File: config.mk
export PLATFORM = sky130hd
export DESIGN_NAME = vpiu_top
export DESIGN_NICKNAME = d
export VERILOG_FILES = /design/src/pkg/vpiu_pkg.sv /design/src/hdl/vpiu_top.sv
export SDC_FILE = /design/constraint.sdc
export NUM_CORES = 1
export LEC_CHECK = 0
export BUFFER_PORTS_ARGS = -buffer_cell sky130_fd_sc_hd__buf_2
export CAP_MARGIN = 20
export CELL_PAD_IN_SITES_DETAIL_PLACEMENT = 1
export CELL_PAD_IN_SITES_GLOBAL_PLACEMENT = 1
export CORE_ASPECT_RATIO = 2
export CORE_MARGIN = 3
export CORE_UTILIZATION = 35
export CTS_CLUSTER_SIZE = 25
export DETAILED_ROUTE_END_ITERATION = 8
export PLACE_DENSITY_LB_ADDON = 0.1
export SLEW_MARGIN = 10
export SYNTH_ARGS = -nofsm -noshare
export SYNTH_HDL_FRONTEND = slang
export SYNTH_SLANG_ARGS = --single-unit
File: constraint.sdc
create_clock -name clk_i -period 1.85 [get_ports clk_i]
set_input_delay 0.0925 -clock clk_i [delete_from_list [all_inputs] [get_ports clk_i]]
set_output_delay 0.0925 -clock clk_i [all_outputs]
set_load 0.1 [all_outputs]
File: src/pkg/vpiu_pkg.sv
package vpiu_pkg;

   // ------------------------------------------------------------
   // source count and indices (index 0 = highest maskable priority)
   // ------------------------------------------------------------
   localparam int unsigned NUM_SRC   = 16;
   localparam int unsigned SRC_W     = 4;
   localparam int unsigned SRC_EXT0  = 0;
   localparam int unsigned SRC_EXT1  = 1;
   localparam int unsigned SRC_EXT2  = 2;
   localparam int unsigned SRC_SIO   = 3;
   localparam int unsigned SRC_TA    = 4;
   localparam int unsigned SRC_T1    = 5;
   localparam int unsigned SRC_T2    = 6;
   localparam int unsigned SRC_T3    = 7;
   localparam int unsigned SRC_T6    = 10;
   localparam int unsigned SRC_CNT0  = 11;
   localparam int unsigned SRC_CNT1  = 12;
   localparam int unsigned SRC_KEY   = 13;
   localparam int unsigned SRC_ADC   = 14;
   localparam int unsigned SRC_SPARE = 15;
   localparam int unsigned NUM_EDGE  = 5;

   // ------------------------------------------------------------
   // vectors: low byte address of each pair, high byte is low + 1
   // ------------------------------------------------------------
   localparam logic [15:0] VEC_RESET_LO = 16'hFFFC;
   localparam logic [15:0] VEC_SRC0_LO  = 16'hFFFA;
   localparam logic [15:0] VEC_STEP     = 16'h0002;
   localparam logic [15:0] VEC_BRK_LO   = 16'hFFDC;
   localparam logic [15:0] VEC_HI_OFS   = 16'h0001;

   // ------------------------------------------------------------
   // wishbone register byte addresses
   // ------------------------------------------------------------
   localparam logic [7:0] ADR_REQ    = 8'h00;
   localparam logic [7:0] ADR_EN     = 8'h04;
   localparam logic [7:0] ADR_POL    = 8'h08;
   localparam logic [7:0] ADR_CTRL   = 8'h0C;
   localparam logic [7:0] ADR_STAT   = 8'h10;
   localparam logic [7:0] ADR_KEYDIR = 8'h14;

   localparam int unsigned CTRL_IFLAG  = 0;
   localparam int unsigned CTRL_SIOSEL = 1;
   localparam int unsigned CTRL_ADCSEL = 2;

   localparam logic [15:0] REQ_RST_VAL  = 16'h0000;
   localparam logic [15:0] EN_RST_VAL   = 16'h0000;
   localparam logic [4:0]  POL_RST_VAL  = 5'h00;
   localparam logic [7:0]  KDIR_RST_VAL = 8'hFF;

   typedef enum logic [1:0] {
      VPIU_IDLE,
      VPIU_WAIT_END,
      VPIU_VEC
   } vpiu_state_t;

   // grant to core: vector pair and source
   typedef struct packed {
      logic        valid;
      logic        is_reset;
      logic        is_brk;
      logic [3:0]  src;
      logic [15:0] vec_lo;
      logic [15:0] vec_hi;
   } vpiu_grant_t;

endpackage

File: src/hdl/vpiu_top.sv
`timescale 1ns/1ps
// Functional notes
// - sixteen request sources, vectored, fixed hardware priority order.
// - simultaneous pending requests: higher priority granted first.
// - per-source enable bits plus global disable flag mask maskable requests.
// - reset is top priority, vector pair FFFD/FFFC.
// - edge input zero, selectable edge, priority 2, vector FFFB/FFFA.
// - edge input one, selectable edge, priority 3, vector FFF9/FFF8.
// - edge input two, selectable edge, priority 4, vector FFF7/FFF6.
// - serial completion request priority 5, only when serial selected, FFF5/FFF4.
// - sixteen-bit timer underflow, priority 6, vector FFF3/FFF2.
// - timer one underflow, priority 7, vector FFF1/FFF0.
// - timer two underflow, priority 8, FFEF/FFEE, ends stop wait.
// - timers three to six, priorities 9-12, vectors FFED/FFEC to FFE7/FFE6.
// - counter pins zero/one, selectable edge, priorities 13/14, FFE5 and FFE3.
// - key port falling AND of input lines, priority 15, FFE1/FFE0.
// - converter completion, priority 16 when selected, vector FFDF/FFDE.
// - break instruction is non-maskable, served after reset but before every maskable source, vector FFDD/FFDC.
// - vector pair holds routine start address loaded into program counter.
// - servicing starts the machine cycle after current instruction ends.
// - request flag writes take effect one instruction later.
// - global disable flag reads set after reset.
module vpiu_top
   import vpiu_pkg::*;
#(
   parameter int unsigned KEY_W = 8
) (
   input  wire logic              clk_i,
   input  wire logic              rst_i,
   // wishbone classic slave
   input  wire logic              wb_cyc_i,
   input  wire logic              wb_stb_i,
   input  wire logic              wb_we_i,
   input  wire logic [7:0]        wb_adr_i,
   input  wire logic [3:0]        wb_sel_i,
   input  wire logic [31:0]       wb_dat_i,
   output logic      [31:0]       wb_dat_o,
   output logic                   wb_ack_o,
   // request sources
   input  wire logic              ext_edge_irq_zero_i,
   input  wire logic              ext_edge_irq_one_i,
   input  wire logic              ext_edge_irq_two_i,
   input  wire logic              counter_pin_zero_i,
   input  wire logic              counter_pin_one_i,
   input  wire logic [KEY_W-1:0]  key_input_port_i,
   input  wire logic              sio_done_i,
   input  wire logic              timer_a_uflow_i,
   input  wire logic [5:0]        timer_uflow_i,
   input  wire logic              adc_done_i,
   // processor core side
   input  wire logic              instr_end_i,
   input  wire logic              software_break_instr_i,
   input  wire logic              grant_ack_i,
   input  wire logic              stop_oscillator_instr_i,
   output vpiu_grant_t            grant_o,
   output logic                   iflag_o,
   output logic                   stop_wait_o
);

   // key direction reset value is one byte wide
   generate
      if (KEY_W < 1 || KEY_W > 8) begin : g_bad_key_w
         $error("KEY_W must be 1..8");
      end
   endgenerate

   // ------------------------------------------------------------
   // registers
   // ------------------------------------------------------------
   logic [15:0]      req_ff;
   logic [15:0]      en_ff;
   logic [4:0]       pol_ff;
   logic             iflag_ff;
   logic             siosel_ff;
   logic             adcsel_ff;
   logic [KEY_W-1:0] keydir_ff;
   logic [15:0]      wr_req_ff;
   logic             wr_pend_ff;
   logic             ack_ff;
   logic [31:0]      rdat_ff;
   logic             stop_ff;
   vpiu_state_t      state_ff;
   vpiu_grant_t      grant_ff;
   logic             rst_seen_ff;
   logic             brk_pend_ff;
   logic [4:0]       edge_prev_ff;
   logic             key_prev_ff;

   logic             wb_req;
   logic             wr_req;
   logic             wr_en;
   logic             wr_ctrl;
   logic [15:0]      set_vec;
   logic [15:0]      eligible;
   logic             any_elig;
   logic [3:0]       win_src;
   logic             take;
   logic [4:0]       edge_now;
   logic [4:0]       edge_hit;
   logic             key_and;
   logic [15:0]      clr_vec;
   logic             grant_any;
   logic [15:0]      src_vec_lo;

   assign wb_req  = wb_cyc_i & wb_stb_i & ~ack_ff;
   assign wr_req  = wb_req & wb_we_i & (wb_adr_i == ADR_REQ);
   assign wr_en   = wb_req & wb_we_i & (wb_adr_i == ADR_EN);
   assign wr_ctrl = wb_req & wb_we_i & (wb_adr_i == ADR_CTRL);

   // ------------------------------------------------------------
   // source event detection
   // ------------------------------------------------------------
   assign edge_now = {counter_pin_one_i, counter_pin_zero_i, ext_edge_irq_two_i,
                      ext_edge_irq_one_i, ext_edge_irq_zero_i};
   // pol bit 1 = rising edge, 0 = falling edge
   genvar gi;
   generate
      for (gi = 0; gi < NUM_EDGE; gi++) begin : g_edge
         assign edge_hit[gi] = pol_ff[gi] ? (edge_now[gi] & ~edge_prev_ff[gi])
                                          : (~edge_now[gi] & edge_prev_ff[gi]);
      end
   endgenerate

   // output-configured key lines read as one so they do not affect the and
   assign key_and = &(key_input_port_i | ~keydir_ff);

   always_comb begin
      set_vec = '0;
      set_vec[SRC_EXT0] = edge_hit[0];
      set_vec[SRC_EXT1] = edge_hit[1];
      set_vec[SRC_EXT2] = edge_hit[2];
      set_vec[SRC_SIO]  = sio_done_i & siosel_ff;
      set_vec[SRC_TA]   = timer_a_uflow_i;
      set_vec[SRC_T1]   = timer_uflow_i[0];
      set_vec[SRC_T2]   = timer_uflow_i[1];
      set_vec[SRC_T6:SRC_T3] = timer_uflow_i[5:2];
      set_vec[SRC_CNT0] = edge_hit[3];
      set_vec[SRC_CNT1] = edge_hit[4];
      set_vec[SRC_KEY]  = key_prev_ff & ~key_and;
      set_vec[SRC_ADC]  = adc_done_i & adcsel_ff;
   end

   always_ff @(posedge clk_i) begin
      if (rst_i) begin
         edge_prev_ff <= '0;
         key_prev_ff  <= 1'b0;
      end else begin
         edge_prev_ff <= edge_now;
         key_prev_ff  <= key_and;
      end
   end

   // ------------------------------------------------------------
   // priority selection
   // ------------------------------------------------------------
   // the spare index has no vector of its own and is never granted
   assign eligible = req_ff & en_ff & {NUM_SRC{~iflag_ff}}
                   & ~(16'h0001 << SRC_SPARE);

   always_comb begin
      win_src  = '0;
      any_elig = 1'b0;
      // lowest index wins: fixed priority
      for (int i = NUM_SRC - 1; i >= 0; i--) begin
         if (eligible[i]) begin
            win_src  = 4'(i);
            any_elig = 1'b1;
         end
      end
   end

   // grant taken at end of instruction only
   assign take = (state_ff == VPIU_WAIT_END) & instr_end_i;
   // reset and break bypass the mask; a take with neither and no eligible request grants nothing
   assign grant_any = rst_seen_ff | brk_pend_ff | any_elig;

   // routine start pair of the winning maskable source
   assign src_vec_lo = VEC_SRC0_LO - 16'(VEC_STEP * win_src);

   always_comb begin
      clr_vec = '0;
      if (take && !rst_seen_ff && !brk_pend_ff && any_elig) begin
         clr_vec[win_src] = 1'b1;
      end
   end

   // ------------------------------------------------------------
   // request flags; hardware set beats clears, sw write delayed
   // ------------------------------------------------------------
   always_ff @(posedge clk_i) begin
      if (rst_i) begin
         wr_req_ff  <= REQ_RST_VAL;
         wr_pend_ff <= 1'b0;
      end else begin
         // events while a write waits are kept: hardware set wins
         if (wr_req) begin
            wr_req_ff  <= wb_dat_i[15:0] | set_vec;
            wr_pend_ff <= 1'b1;
         end else if (instr_end_i) begin
            wr_pend_ff <= 1'b0;
         end else if (wr_pend_ff) begin
            wr_req_ff <= wr_req_ff | set_vec;
         end
      end
   end

   always_ff @(posedge clk_i) begin
      if (rst_i) begin
         req_ff <= REQ_RST_VAL;
      end else if (wr_pend_ff && instr_end_i) begin
         req_ff <= (wr_req_ff & ~clr_vec) | set_vec;
      end else begin
         req_ff <= (req_ff & ~clr_vec) | set_vec;
      end
   end

   // ------------------------------------------------------------
   // configuration registers
   // ------------------------------------------------------------
   always_ff @(posedge clk_i) begin
      if (rst_i) begin
         en_ff     <= EN_RST_VAL;
         pol_ff    <= POL_RST_VAL;
         siosel_ff <= 1'b0;
         adcsel_ff <= 1'b0;
         keydir_ff <= KDIR_RST_VAL[KEY_W-1:0];
      end else if (wb_req && wb_we_i) begin
         if (wr_en) begin
            en_ff <= wb_dat_i[15:0];
         end else if (wb_adr_i == ADR_POL) begin
            pol_ff <= wb_dat_i[4:0];
         end else if (wb_adr_i == ADR_CTRL) begin
            siosel_ff <= wb_dat_i[CTRL_SIOSEL];
            adcsel_ff <= wb_dat_i[CTRL_ADCSEL];
         end else if (wb_adr_i == ADR_KEYDIR) begin
            keydir_ff <= wb_dat_i[KEY_W-1:0];
         end
      end
   end

   // any grant (reset, break or maskable request) sets flag; beats a sw write
   always_ff @(posedge clk_i) begin
      if (rst_i) begin
         iflag_ff <= 1'b1;
      end else if (take && grant_any) begin
         iflag_ff <= 1'b1;
      end else if (wr_ctrl) begin
         iflag_ff <= wb_dat_i[CTRL_IFLAG];
      end
   end

   // ------------------------------------------------------------
   // reset and break capture
   // ------------------------------------------------------------
   always_ff @(posedge clk_i) begin
      if (rst_i) begin
         rst_seen_ff <= 1'b1;
         brk_pend_ff <= 1'b0;
      end else begin
         if (take) begin
            rst_seen_ff <= 1'b0;
         end
         if (software_break_instr_i) begin
            brk_pend_ff <= 1'b1;
         end else if (take && !rst_seen_ff) begin
            brk_pend_ff <= 1'b0;
         end
      end
   end

   // stop wait ends on timer two underflow
   always_ff @(posedge clk_i) begin
      if (rst_i) begin
         stop_ff <= 1'b0;
      end else if (timer_uflow_i[1]) begin
         stop_ff <= 1'b0;
      end else if (stop_oscillator_instr_i) begin
         stop_ff <= 1'b1;
      end
   end

   // ------------------------------------------------------------
   // grant sequencer
   // ------------------------------------------------------------
   always_ff @(posedge clk_i) begin
      if (rst_i) begin
         state_ff <= VPIU_WAIT_END;
      end else begin
         case (state_ff)
            VPIU_IDLE: begin
               if (any_elig || brk_pend_ff || software_break_instr_i) begin
                  state_ff <= VPIU_WAIT_END;
               end
            end
            VPIU_WAIT_END: begin
               if (take) begin
                  state_ff <= (rst_seen_ff || brk_pend_ff || any_elig) ? VPIU_VEC
                                                                        : VPIU_IDLE;
               end
            end
            VPIU_VEC: begin
               if (grant_ack_i) begin
                  state_ff <= VPIU_IDLE;
               end
            end
            default: state_ff <= VPIU_IDLE;
         endcase
      end
   end

   always_ff @(posedge clk_i) begin
      if (rst_i) begin
         grant_ff <= '0;
      end else if (take) begin
         grant_ff.valid    <= rst_seen_ff | brk_pend_ff | any_elig;
         grant_ff.is_reset <= rst_seen_ff;
         grant_ff.is_brk   <= ~rst_seen_ff & brk_pend_ff;
         grant_ff.src      <= win_src;
         if (rst_seen_ff) begin
            grant_ff.vec_lo <= VEC_RESET_LO;
            grant_ff.vec_hi <= VEC_RESET_LO + VEC_HI_OFS;
         end else if (brk_pend_ff) begin
            grant_ff.vec_lo <= VEC_BRK_LO;
            grant_ff.vec_hi <= VEC_BRK_LO + VEC_HI_OFS;
         end else begin
            // pair address for routine start, loaded into pc by core
            grant_ff.vec_lo <= src_vec_lo;
            grant_ff.vec_hi <= src_vec_lo + VEC_HI_OFS;
         end
      end else if (state_ff == VPIU_VEC && grant_ack_i) begin
         grant_ff.valid <= 1'b0;
      end
   end

   // ------------------------------------------------------------
   // wishbone read and ack
   // ------------------------------------------------------------
   // ack follows the taking edge by one cycle and drops by itself
   always_ff @(posedge clk_i) begin
      if (rst_i) begin
         ack_ff  <= 1'b0;
         rdat_ff <= '0;
      end else begin
         ack_ff <= wb_req;
         if (wb_req && !wb_we_i) begin
            if (wb_adr_i == ADR_REQ) begin
               rdat_ff <= {16'h0000, req_ff};
            end else if (wb_adr_i == ADR_EN) begin
               rdat_ff <= {16'h0000, en_ff};
            end else if (wb_adr_i == ADR_POL) begin
               rdat_ff <= {27'h000_0000, pol_ff};
            end else if (wb_adr_i == ADR_CTRL) begin
               rdat_ff <= {29'h0000_0000, adcsel_ff, siosel_ff, iflag_ff};
            end else if (wb_adr_i == ADR_STAT) begin
               // status: stop wait, grant valid, sequencer state, winning source
               rdat_ff <= {24'h00_0000, stop_ff, grant_ff.valid, 2'(state_ff), win_src};
            end else if (wb_adr_i == ADR_KEYDIR) begin
               rdat_ff <= 32'(keydir_ff);
            end else begin
               rdat_ff <= 32'h0000_0000;
            end
         end
      end
   end

   assign wb_ack_o    = ack_ff;
   assign wb_dat_o    = rdat_ff;
   assign grant_o     = grant_ff;
   assign iflag_o     = iflag_ff;
   assign stop_wait_o = stop_ff;

endmodule

==> results.cfg <==
[logic_synthesis]
yosysWarnings = 0
yosys.area.top_type_share = 0.387
synth_area_leader_cell = dfxtp_1
synth_edf_count = 0
synth_commonest_cells = dfxtp_1 (106), nand2_1 (84), nor2_1 (66)
synth_area_per_cell_um2 = 8.61
netlist_area_um2 = 5480
async_flop_share = 0
yosysMostFrequentCell = dfxtp_1
ys_ff_latch = 106
netlist_top_cells_area = dfxtp_1 (39%), buf_4 (6.0%), nand2_1 (5.8%), mux2i_1 (5.7%), nor2_1 (4.5%)
ys_seq_area_frac = 0.387
synth.distinct_cells = 79
syn_inst = 636
ys.flop_type = dfxtp_1

[grt]
overflow = 0
grt_pass1_wl_um = 33000
grt_pass1_vias = 5762
antenna_found_initial = 0
grt_max_degree = 58
track_usage = 0.257

[outcome]
status = finished, violations left
failed_checks = setup timing

[worst_hold_path]
holdPathEnd = en_ff[10]
hold_path_class = in2reg
hp-start = wb_dat_i[10]
whs_path_depth = 3

[sta]
max_slew.worst_pin.slew_ns = 0.632
whs_ns = 0.00131
setup_viol = 8
fin_crit_ns = 1.90
max_freq_mhz = 527
final-max-slew-violation-count = 0
slew_headroom = 0.577
min_period_over_period = 1.03
finalHoldViolCount = 0
rsz0062_at_grt = yes
worst_slack_ns = -0.0467
fin_skew_ns = 0.0109
fin_setup_tns_ns = -0.173

[critical_path]
crit_required_ns = 2.09
crit_arrival_ns = 2.14
worstPathMaxFanout = 2
reg2reg_depth = 7
ff2ff_setup_slack_ns = -0.05
end_kind = flop
crit_type = reg2reg
reg2reg_to = state_ff[0]
worstSetupStartpointType = flop
timing.rr.start = req_ff[13]

[cells_and_area]
nNetsFinal = 874
antenna-diode-count = 0
seq_area_um2 = 2160
drive_gt1_frac = 0.386
stdcell_count = 1001
stdcell_area_um2 = 7340
area_growth_pct = 33.9
nFillCells = 1855
multi_input_area_um2 = 3190
final_core_util = 0.480

[power_and_ir_drop]
cellPowerDensity_nw_per_um2 = 775
report.power.total_mw = 5.68
irDropWorstVdd_mv = 0.461
leakagePower_nw = 3.07

[drt]
firstDrtPassIters = 5
ant_nets = 0
post_drt_wl_per_cell_um = 22.1
viasPerCell = 5.53
initialDrtViolationCount = 248
drcViolationCount = 0
totalWireLength_um = 22100
num_vias = 5534

[floorplan]
start_util = 0.358
num_io_pins = 149
die_y_um = 183
die_area_um2 = 17300
die_width_um = 94.5
core-area_um2 = 15300
row_count = 64

[placed_design]
place_congestion = 0.931
dpl_cell_area_um2 = 6550
io_buffers = 111
dp_slack_ns = -0.340
dp_hpwl_um = 16900
dp_cells = 970

[run]
maxCapViolations = 0

[clock_network]
cts_tree = built
clockBufferDepth = 2
cts.clk_slew.worst_paths_ns = 0.08
numCtsBuffers = 9
insertion_delay_ns = 0.36
cts_root_buf = clkbuf_16
htreeDepth = 3
numClockSinks = 106
## worst max path at each step
stage	slack (ns)	start	end
after global routing	-0.11	req_ff[13]	grant_o[38]
after floorplan	0.003	req_ff[8]	grant_o[4]
after CTS	-0.01	req_ff[5]	grant_o[4]
final	-0.05	req_ff[13]	state_ff[0]
after detailed placement	-0.34	req_ff[5]	req_ff[7]
after global placement	-0.33	req_ff[5]	req_ff[7]
## registers in the layout (all words and copies together), names as in the netlist, 2 cells and up
register      cells
wr_req_ff        16
pol_ff            5
grant_o          13
req_ff           16
state_ff          2
en_ff            16
keydir_ff         8
wb_dat_o         16
edge_prev_ff      5
## critical path: stages, from the launching register on
cell and delay [ns]:
dfxtp_2 0.35, a222oi_1 0.37, buf_4 0.21, buf_6 0.11, a41oi_4 0.09, or2_4 0.27, o41ai_2 0.30, nand2b_1 0.08
## routing by layer
layer,part of all wire,global-route usage,vias to the layer above
met2,0.56,0.487,182
met5,0,0,-
li1,-,-,2562
met4,0.065,0.159,0
met1,0.34,0.254,2723
met3,0.038,0.0353,67
## cells in the final DEF (no fill, tap or decap), types with 15 or more instances in the layout
master | Yosys | final
buf_2 | 6 | 110
buf_4 | 44 | 89
dfxtp_1 | 106 | 88
nand2_1 | 84 | 82
nor2_1 | 66 | 65
mux2i_1 | 31 | 31
a21oi_1 | 29 | 27
conb_1 | 1 | 17
inv_1 | 15 | 15
nand3_1 | 15 | 15
a211oi_1 | 18 | 15
## area by class of cell
| type | count | share of cell area |
|---|---|---|
| clock buffers | 11 | 0.0346 |
| clock inverters | 5 | 0.00580 |
| inverters | 16 | 0.00819 |
| multi-input cells | 452 | 0.434 |
| flip-flops and latches | 106 | 0.295 |
| well taps | 198 | 0.0338 |
| repair buffers | 213 | 0.189 |
## logic make-up after synthesis
group,after synthesis,share of synthesized area
and+or+nand+nor,251,0.234
AOI/OAI and AO/OA,146,0.198
DFF,106,0.387
buffers and inverters,94,0.101
muxes,36,0.0751
adders and majority gates,1,0.00228
other,1,0.000685
xor gates and xnor gates,1,0.00160
## report_power, final
part | leakage [nW] | internal, mW | switching (mW) | total, mW
Clock | 0.148 | 1.02 | 0.951 | 1.97
Combinational | 2.05 | 0.266 | 1.06 | 1.32
Sequential | 0.871 | 2.33 | 0.0579 | 2.39
## repair_timing
item                                   CTS  global route
resized for setup                       33            43
hold buffers                             8             0
setup buffers                            6             2
endpoints found under the hold margin    8             0
setup endpoints to repair               23            24
pin swaps                               18            26
(Power assumes the default switching activity.)
